$ cat src/rtl/adc_readout_regs.vh
// Constants for the conversion sequencer and serial readout of the delta-sigma converter
`ifndef ADC_READOUT_REGS_VH
`define ADC_READOUT_REGS_VH

// Result word layout
`define WORD_BITS 24
`define DATA_BITS 22
`define FLAG_HIGH_POS 23
`define FLAG_LOW_POS 22
`define BIT_CNT_W 5
`define BIT_CNT_LAST 5'h17

// Conversion timing in oscillator periods, oscillator divided from clk_i
// One oscillator period per clk_i; the divide ratio is arbitrary and keeps runs short
`define OSC_DIV 16'h0001
`define CONV_PERIODS 16'h2000
`define WAKE_PERIODS 16'h0090

`endif

$ cat src/rtl/adc_conversion_serial_readout.v
// Conversion sequencer and serial result shifter of the delta-sigma converter
`include "adc_readout_regs.vh"
`timescale 1ns/1ps
`default_nettype none
module adc_conversion_serial_readout (
  // Clock and reset
  input wire clk_i,
  input wire resetn_i,
  // Serial link pins, sampled on clk_i
  input wire sck_i,
  input wire cs_n_i,
  output reg data_ready_out_o,
  output reg data_ready_oe_o,
  // Modulator result, sampled at the end of each conversion
  input wire [21:0] conv_value_i,
  input wire overrange_high_flag_i,
  input wire overrange_low_flag_i,
  // Status
  output reg converting_o,
  output reg shutdown_o,
  output reg calibrating_o,
  output reg overrange_high_flag_o,
  output reg overrange_low_flag_o
);
  ////////////////////////////////////////////////////////////////////////////
  // States
  localparam [3:0] ST_SLEEP = 4'h1;
  localparam [3:0] ST_WAKE = 4'h2;
  localparam [3:0] ST_CONV = 4'h4;
  localparam [3:0] ST_HOLD = 4'h8;

  localparam [2:0] SH_IDLE = 3'h1;
  localparam [2:0] SH_READY = 3'h2;
  localparam [2:0] SH_SHIFT = 3'h4;

  // Edge flag from a two-sample history
  function edge_seen;
    input prev_v;
    input curr_v;
    input want_rise;
    begin
      edge_seen = want_rise ? (~prev_v & curr_v) : (prev_v & ~curr_v);
    end
  endfunction

  ////////////////////////////////////////////////////////////////////////////
  // Synchronisers
  reg sck_meta, sck_sync, sck_prev;
  reg cs_meta, cs_sync, cs_prev;

  always @(posedge clk_i or negedge resetn_i) begin
    if (!resetn_i) begin
      sck_meta <= 1'b0;
      sck_sync <= 1'b0;
      sck_prev <= 1'b0;
      cs_meta <= 1'b1;
      cs_sync <= 1'b1;
      cs_prev <= 1'b1;
    end else begin
      sck_meta <= sck_i;
      sck_sync <= sck_meta;
      sck_prev <= sck_sync;
      cs_meta <= cs_n_i;
      cs_sync <= cs_meta;
      cs_prev <= cs_sync;
    end
  end

  // Falling clock edges shift the bits and the rising edge after the last bit closes the frame
  // Edges are qualified by select, so the idle level never counts
  wire sck_fall = edge_seen(sck_prev, sck_sync, 1'b0) & ~cs_sync & ~cs_prev;
  wire sck_rise = edge_seen(sck_prev, sck_sync, 1'b1) & ~cs_sync & ~cs_prev;
  wire cs_fall = edge_seen(cs_prev, cs_sync, 1'b0);
  wire cs_rise = edge_seen(cs_prev, cs_sync, 1'b1);

  ////////////////////////////////////////////////////////////////////////////
  // Oscillator tick divided from clk_i
  reg [15:0] osc_cnt;
  wire osc_tick = (osc_cnt == `OSC_DIV - 16'h0001);

  always @(posedge clk_i or negedge resetn_i) begin
    if (!resetn_i)
      osc_cnt <= 16'h0000;
    else if (osc_tick)
      osc_cnt <= 16'h0000;
    else
      osc_cnt <= osc_cnt + 16'h0001;
  end

  ////////////////////////////////////////////////////////////////////////////
  // Conversion sequencer
  reg [3:0] state;
  reg [15:0] period_cnt;
  reg single_armed;
  reg start_pending;
  reg first_after_reset;
  wire buf_in_ready;
  wire conv_end = (state == ST_CONV) && osc_tick && (period_cnt == `CONV_PERIODS - 16'h0001);
  wire [23:0] result_word = {overrange_high_flag_i, overrange_low_flag_i, conv_value_i};

  always @(posedge clk_i or negedge resetn_i) begin
    if (!resetn_i) begin
      state <= ST_SLEEP;
      period_cnt <= 16'h0000;
      single_armed <= 1'b0;
      start_pending <= 1'b0;
      first_after_reset <= 1'b1;
    end else begin
      first_after_reset <= 1'b0;
      // A select fall while busy is remembered and restarts the next conversion
      if (cs_fall)
        start_pending <= 1'b1;
      else if (state == ST_SLEEP || (state == ST_HOLD && buf_in_ready))
        start_pending <= 1'b0;
      // Rising select before the next result ends continuous running
      if (cs_rise)
        single_armed <= 1'b1;
      else if (cs_fall)
        single_armed <= 1'b0;
      case (state)
        ST_SLEEP: begin
          // Select low at reset release starts without host action
          if (cs_fall || (first_after_reset && !cs_sync)) begin
            state <= ST_WAKE;
            period_cnt <= 16'h0000;
          end
        end
        ST_WAKE: begin
          // Wake-up adds extra oscillator periods to the first conversion
          if (osc_tick) begin
            if (period_cnt == `WAKE_PERIODS - 16'h0001) begin
              state <= ST_CONV;
              period_cnt <= 16'h0000;
            end else
              period_cnt <= period_cnt + 16'h0001;
          end
        end
        ST_CONV: begin
          // CONV_PERIODS oscillator periods per result, calibration inside the same window
          if (osc_tick) begin
            if (conv_end)
              state <= ST_HOLD;
            else
              period_cnt <= period_cnt + 16'h0001;
          end
        end
        ST_HOLD: begin
          // Period counter is cleared between conversions
          period_cnt <= 16'h0000;
          if (buf_in_ready) begin
            if (start_pending || cs_fall)
              state <= ST_CONV;
            else if (!cs_sync && !single_armed)
              state <= ST_CONV;
            else
              state <= ST_SLEEP;
          end
        end
        default: state <= ST_SLEEP;
      endcase
    end
  end

  ////////////////////////////////////////////////////////////////////////////
  // Result buffer: a slow host stalls the sequencer in the hold state
  wire buf_valid;
  wire [23:0] buf_data;
  reg buf_take;

  result_buffer u_buf (
    .clk_i(clk_i),
    .resetn_i(resetn_i),
    .flush_i(1'b0),
    .in_valid_i(state == ST_HOLD),
    .in_ready_o(buf_in_ready),
    .in_data_i(result_word),
    .out_valid_o(buf_valid),
    .out_ready_i(buf_take),
    .out_data_o(buf_data)
  );

  ////////////////////////////////////////////////////////////////////////////
  // Serial shifter
  reg [2:0] sh_state;
  reg [23:0] shift_reg;
  reg [4:0] bit_cnt;
  reg [2:0] next_sh_state;

  always @* begin
    next_sh_state = sh_state;
    buf_take = 1'b0;
    case (sh_state)
      SH_IDLE: begin
        if (buf_valid && !cs_sync) begin
          next_sh_state = SH_READY;
          buf_take = 1'b1;
        end
      end
      SH_READY: begin
        if (sck_fall)
          next_sh_state = SH_SHIFT;
      end
      SH_SHIFT: begin
        // The frame closes on the host's sampling edge after the last bit, so 24 falls suffice
        if (sck_rise && bit_cnt == `BIT_CNT_LAST)
          next_sh_state = SH_IDLE;
      end
      default: next_sh_state = SH_IDLE;
    endcase
    if (cs_sync)
      next_sh_state = SH_IDLE;
  end

  always @(posedge clk_i or negedge resetn_i) begin
    if (!resetn_i) begin
      sh_state <= SH_IDLE;
      shift_reg <= 24'h000000;
      bit_cnt <= 5'h00;
    end else begin
      sh_state <= next_sh_state;
      if (buf_take) begin
        shift_reg <= buf_data;
        bit_cnt <= 5'h00;
      end else if (sck_fall && sh_state == SH_SHIFT && bit_cnt != `BIT_CNT_LAST) begin
        shift_reg <= {shift_reg[22:0], 1'b0};
        bit_cnt <= bit_cnt + 5'h01;
      end
    end
  end

  ////////////////////////////////////////////////////////////////////////////
  // Pin drive; the host samples on the rising edge after each change
  always @(posedge clk_i or negedge resetn_i) begin
    if (!resetn_i) begin
      data_ready_out_o <= 1'b1;
      data_ready_oe_o <= 1'b0;
    end else begin
      data_ready_oe_o <= ~cs_sync;
      if (cs_sync)
        data_ready_out_o <= 1'b1;
      else if (sh_state == SH_IDLE)
        data_ready_out_o <= ~(buf_valid);
      else if (sh_state == SH_READY && sck_fall)
        data_ready_out_o <= shift_reg[`FLAG_HIGH_POS];
      else if (sh_state == SH_SHIFT && sck_rise && bit_cnt == `BIT_CNT_LAST)
        data_ready_out_o <= 1'b1; // Idle high once bit 0 has been sampled
      else if (sh_state == SH_SHIFT && sck_fall && bit_cnt != `BIT_CNT_LAST)
        data_ready_out_o <= shift_reg[`FLAG_HIGH_POS - 1];
    end
  end

  ////////////////////////////////////////////////////////////////////////////
  // Status outputs
  always @(posedge clk_i or negedge resetn_i) begin
    if (!resetn_i) begin
      converting_o <= 1'b0;
      shutdown_o <= 1'b1;
      calibrating_o <= 1'b0;
      overrange_high_flag_o <= 1'b0;
      overrange_low_flag_o <= 1'b0;
    end else begin
      converting_o <= (state == ST_CONV) || (state == ST_WAKE);
      shutdown_o <= (state == ST_SLEEP);
      calibrating_o <= (state == ST_CONV);
      if (conv_end) begin
        overrange_high_flag_o <= overrange_high_flag_i;
        overrange_low_flag_o <= overrange_low_flag_i;
      end
    end
  end
endmodule
`default_nettype wire

$ cat src/rtl/result_buffer.v
// Two-entry result buffer between the conversion engine and the serial shifter
`timescale 1ns/1ps
`default_nettype none
module result_buffer (
  // Clock and reset
  input wire clk_i,
  input wire resetn_i,
  input wire flush_i,
  // Fill side
  input wire in_valid_i,
  output wire in_ready_o,
  input wire [23:0] in_data_i,
  // Drain side
  output wire out_valid_o,
  input wire out_ready_i,
  output reg [23:0] out_data_o
);
  reg [23:0] mem0;
  reg [23:0] mem1;
  reg wr_ptr;
  reg rd_ptr;
  reg [1:0] count;
  wire do_wr;
  wire do_rd;

  assign in_ready_o = (count != 2'h2);
  assign out_valid_o = (count != 2'h0);
  assign do_wr = in_valid_i & in_ready_o;
  assign do_rd = out_valid_o & out_ready_i;

  // Storage writes
  always @(posedge clk_i or negedge resetn_i) begin
    if (!resetn_i) begin
      mem0 <= 24'h000000;
      mem1 <= 24'h000000;
    end else if (do_wr) begin
      if (wr_ptr)
        mem1 <= in_data_i;
      else
        mem0 <= in_data_i;
    end
  end

  // Registered read data follows the head entry
  always @(posedge clk_i or negedge resetn_i) begin
    if (!resetn_i)
      out_data_o <= 24'h000000;
    else if (do_wr && (count == 2'h0 || (count == 2'h1 && do_rd)))
      out_data_o <= in_data_i;
    else if (do_rd)
      out_data_o <= rd_ptr ? mem0 : mem1;
  end

  // Pointers and fill level; flush drops stale results, but the sequencer ties it low
  always @(posedge clk_i or negedge resetn_i) begin
    if (!resetn_i) begin
      wr_ptr <= 1'b0;
      rd_ptr <= 1'b0;
      count <= 2'h0;
    end else if (flush_i) begin
      wr_ptr <= 1'b0;
      rd_ptr <= 1'b0;
      count <= 2'h0;
    end else begin
      if (do_wr)
        wr_ptr <= ~wr_ptr;
      if (do_rd)
        rd_ptr <= ~rd_ptr;
      count <= count + {1'b0, do_wr} - {1'b0, do_rd};
    end
  end
endmodule
`default_nettype wire

$ cat config.mk
export PLATFORM = sky130hd
export DESIGN_NAME = adc_conversion_serial_readout
export DESIGN_NICKNAME = d
export VERILOG_FILES = /design/src/rtl/adc_conversion_serial_readout.v /design/src/rtl/result_buffer.v
export VERILOG_INCLUDE_DIRS = /design/src /design/src/rtl
export SDC_FILE = /design/constraint.sdc
export NUM_CORES = 1
export LEC_CHECK = 0
export BUFFER_PORTS_ARGS = -buffer_cell sky130_fd_sc_hd__buf_2
export CAP_MARGIN = 5
export CELL_PAD_IN_SITES_DETAIL_PLACEMENT = 2
export CELL_PAD_IN_SITES_GLOBAL_PLACEMENT = 2
export CORE_MARGIN = 2
export CORE_UTILIZATION = 25
export DETAILED_ROUTE_END_ITERATION = 16
export PLACE_DENSITY = 0.6
export SLEW_MARGIN = 20
export SYNTH_ARGS = -nofsm -noshare
export SYNTH_HDL_FRONTEND = slang
export SYNTH_SLANG_ARGS = --single-unit
$ cat constraint.sdc
create_clock -name clk_i -period 2.8 [get_ports clk_i]
set_input_delay 0.56 -clock clk_i [delete_from_list [all_inputs] [get_ports clk_i]]
set_output_delay 0.56 -clock clk_i [all_outputs]
set_load 0.1 [all_outputs]
==> flow_summary.json <==
{
  "grt_remaining_overflow": 0,
  "drtIter0Drc": 133,
  "switching_power_w": 0.001534,
  "cts_setup_buffers": 0,
  "synth_edf_count": 0,
  "port-buffer-count": 34,
  "rsz0062_at_grt": "false",
  "via_per_inst": 4.675,
  "setup_viol": 0,
  "clock-root-buffer": "clkbuf_16",
  "seqPwrFrac_pct": 45.2,
  "grt_pass1_wl_um": 31540,
  "post_cts_resized": 0,
  "grt_usage_pct": 12.79,
  "path_class": "flop to flop",
  "whs_ns": 0.1555,
  "cellPowerDensity_nw_per_um2": 632.5,
  "synth_compound_area_share_pct": 8.231,
  "syn_area_per_cell_um2": 11.48,
  "clk_pin_slew_ns": 0.07,
  "cts_hold_buf": 0,
  "ys_ff_latch": 160,
  "tns_ns": 0,
  "synth_cell_types": 52,
  "wl_per_cell_um": 16.85,
  "skew_ns": 0.01212,
  "timing.rr.end": "period_cnt[1]",
  "h-tree-depth": 4,
  "hold_viol_final": 0,
  "hp-class": "primary input to asynchronous set/reset pin",
  "period_minus_slack_ns": 2.467,
  "fin_nets": 718,
  "gp_congestion": 0.7518,
  "startpoint_type": "flop",
  "vias": 5072,
  "synth_mux_area_share_pct": 17.76,
  "num_rows": 63,
  "dr.pass1.iters": 4,
  "place_inst": 1053,
  "ys.flop_type": "dfrtp_1",
  "synthAdderAreaFrac_pct": 1.352,
  "die_h_um": 176.1,
  "cp-end-kind": "flop",
  "leakage_nw": 3.682,
  "cts_buffers": 17,
  "yosysMostFrequentCell": "dfrtp_1",
  "die_w_um": 176.1,
  "initial_core_util_pct": 25.18,
  "finalNonFillerCells": 1085,
  "slew_viol_final": 0,
  "synthArstFlopShare_pct": 100.0,
  "synth.top_cell.area_share_pct": 51.38,
  "internal_power_w": 0.003969,
  "r2r_start": "state[3]",
  "grt_start_max_net_pins": 80,
  "vdd_drop_max_mv": 0.4080,
  "status": "completed",
  "die-area_um2": 31010,
  "synth_xor_area_share_pct": 2.721,
  "ant_nets": 0,
  "ff2ff_path_depth": 5,
  "p_sw_share_pct": 27.88,
  "ctsLongestPathBuffers": 2,
  "rrSetupSlack_ns": 0.33,
  "cp.required_ns": 3.08,
  "synth_cells": 645,
  "clock_latency_ns": 0.43,
  "slew_headroom_pct": 52.53,
  "core_um2": 29400,
  "critPathSlowestCell": "nor4b_2",
  "power.share.clock_pct": 41.7,
  "synth_area_um2": 7403,
  "drc": 0,
  "yosysTopAreaCell": "dfrtp_1",
  "synthSimpleGateAreaFrac_pct": 12.95,
  "fmax_mhz": 405.4,
  "synth_commonest_cells": "152 x dfrtp_1, 76 x nand2_1, 75 x mux2_2",
  "antenna-diode-count": 0,
  "drive_gt1_share_pct": 25.04,
  "first_global_vias": 5826,
  "io_pins": 35,
  "seq_area_frac_synth_pct": 54.22,
  "p_comb_share_pct": 13.1,
  "areaGrowthSynthToFinish_pct": 17.53,
  "maxCapViolations": 0,
  "path_cells": "nor4b_2 -> nor2_1 -> o211ai_2 -> nand2b_1 -> o21ai_0",
  "routed_wl_um": 18280,
  "worst_slew_pin_slew_ns": 0.7121,
  "critPathArrivalTime_ns": 2.75,
  "yosys_warnings": 0,
  "dp_hpwl_um": 12200,
  "synth_nets": 681,
  "synthTopCellsByArea": "dfrtp_1 51%, mux2_2 11%, mux2i_1 6.4%",
  "tritoncts": "built",
  "cts.sinks": 160,
  "synth_top_family_by_area": "multiplexers",
  "slowest_delay_ns": 0.52,
  "critPathMaxFanout": 11,
  "antenna_found_initial": 1,
  "fin_util_pct": 29.59,
  "fin_crit_sh_pct": 88.10
}
cell usage in the layout (no fill, tap or decap), types with 3 or more instances in the layout:
| master | synthesis | layout |
|---|---|---|
| and4_1 | 4 | 4 |
| and3_1 | 17 | 17 |
| clkinv_2 | 0 | 4 |
| clkbuf_16 | 0 | 17 |
| nor4b_1 | 3 | 3 |
| ha_1 | 8 | 8 |
| nor2b_1 | 4 | 4 |
| a221o_1 | 9 | 9 |
| nor3_1 | 3 | 3 |
| nor2_1 | 35 | 33 |
| o31ai_1 | 3 | 3 |
| nand4_1 | 7 | 7 |
| nand3_1 | 16 | 16 |
| dfrtp_1 | 152 | 152 |
| o21ai_0 | 53 | 53 |
| nand2_1 | 76 | 76 |
| o2bb2ai_1 | 3 | 3 |
| buf_12 | 0 | 5 |
| mux2_2 | 75 | 75 |
| nor4_1 | 4 | 3 |
| nor4b_2 | 3 | 3 |
| clkbuf_1 | 16 | 3 |
| mux2i_1 | 47 | 47 |
| a21oi_1 | 5 | 5 |
| xor2_1 | 9 | 9 |
| a211o_1 | 4 | 4 |
| a211oi_1 | 4 | 3 |
| dfstp_2 | 8 | 8 |
| xnor2_1 | 14 | 14 |
| inv_1 | 16 | 16 |
| buf_2 | 10 | 33 |
| buf_4 | 3 | 10 |
| nand2b_1 | 5 | 5 |
cell families after synthesis:
family	count (synthesis)
other	1
xor gates and xnor gates	23
and+or+nand+nor	189
buffers and inverters	47
AOI/OAI and AO/OA	95
adders and majority gates	8
muxes	122
DFF	160
worst max path at each step:
stage	startpoint	end	slack, ns
after CTS	state[3]	period_cnt[1]	0.29
after detailed placement	osc_cnt[0]	period_cnt[14]	0.31
after global placement	osc_cnt[0]	period_cnt[3]	0.42
final	state[3]	period_cnt[1]	0.33
after floorplan	sh_state[0]	u_buf.count[1]	0.57
after global routing	osc_cnt[0]	period_cnt[14]	0.09
critical path: cells and delay by family (launching register included):
family | cells | cell delay [ns]
and+or+nand+nor | 3 | 1.17
DFF | 1 | 0.49
AOI/OAI and AO/OA | 2 | 0.67
cell type report:
| type | count | area (um^2) |
|---|---|---|
| multi-input cells | 438 | 3217 |
| fillers | 3122 | 20700 |
| clock buffers | 20 | 436.7 |
| clock inverters | 12 | 133.9 |
| repair buffers | 49 | 351.6 |
| flip-flops and latches | 160 | 4014 |
| well taps | 390 | 488.0 |
| inverters | 16 | 60.06 |
power by group through the flow:
stage	Combinational, W	Sequential [W]	Clock (W)
6_report	0.000723	0.00249	0.00230
5_1_grt	0.000790	0.00250	0.00247
4_1_cts	0.000740	0.00249	0.00237
3_5_place_dp	0.000731	0.00253	0
3_3_place_gp	0.000701	0.00252	0
2_1_floorplan	0.000381	0.00262	0
layer usage:
| layer | track usage (%) | share of wire [%] | vias to the layer above |
|---|---|---|---|
| li1 | - | - | 2353 |
| met1 | 16.46 | 46 | 2661 |
| met2 | 21.60 | 51 | 38 |
| met3 | 2.326 | 1.9 | 20 |
| met4 | 4.408 | 1.6 | 0 |
| met5 | 0 | 0 | - |
per-stage QoR:
stage / instance area (um^2) / total power, W / setup WS (ns)
3_5_place_dp: 8130 / 0.003260 / 0.3090
6_report: 8701 / 0.005503 / 0.3332
4_1_cts: 8701 / 0.005594 / 0.2941
2_1_floorplan: 7403 / 0.003001 / 0.5719
5_1_grt: 8701 / 0.005756 / 0.08817
3_3_place_gp: 8130 / 0.003218 / 0.4191
No activity file was read; power rests on OpenSTA's default activity.
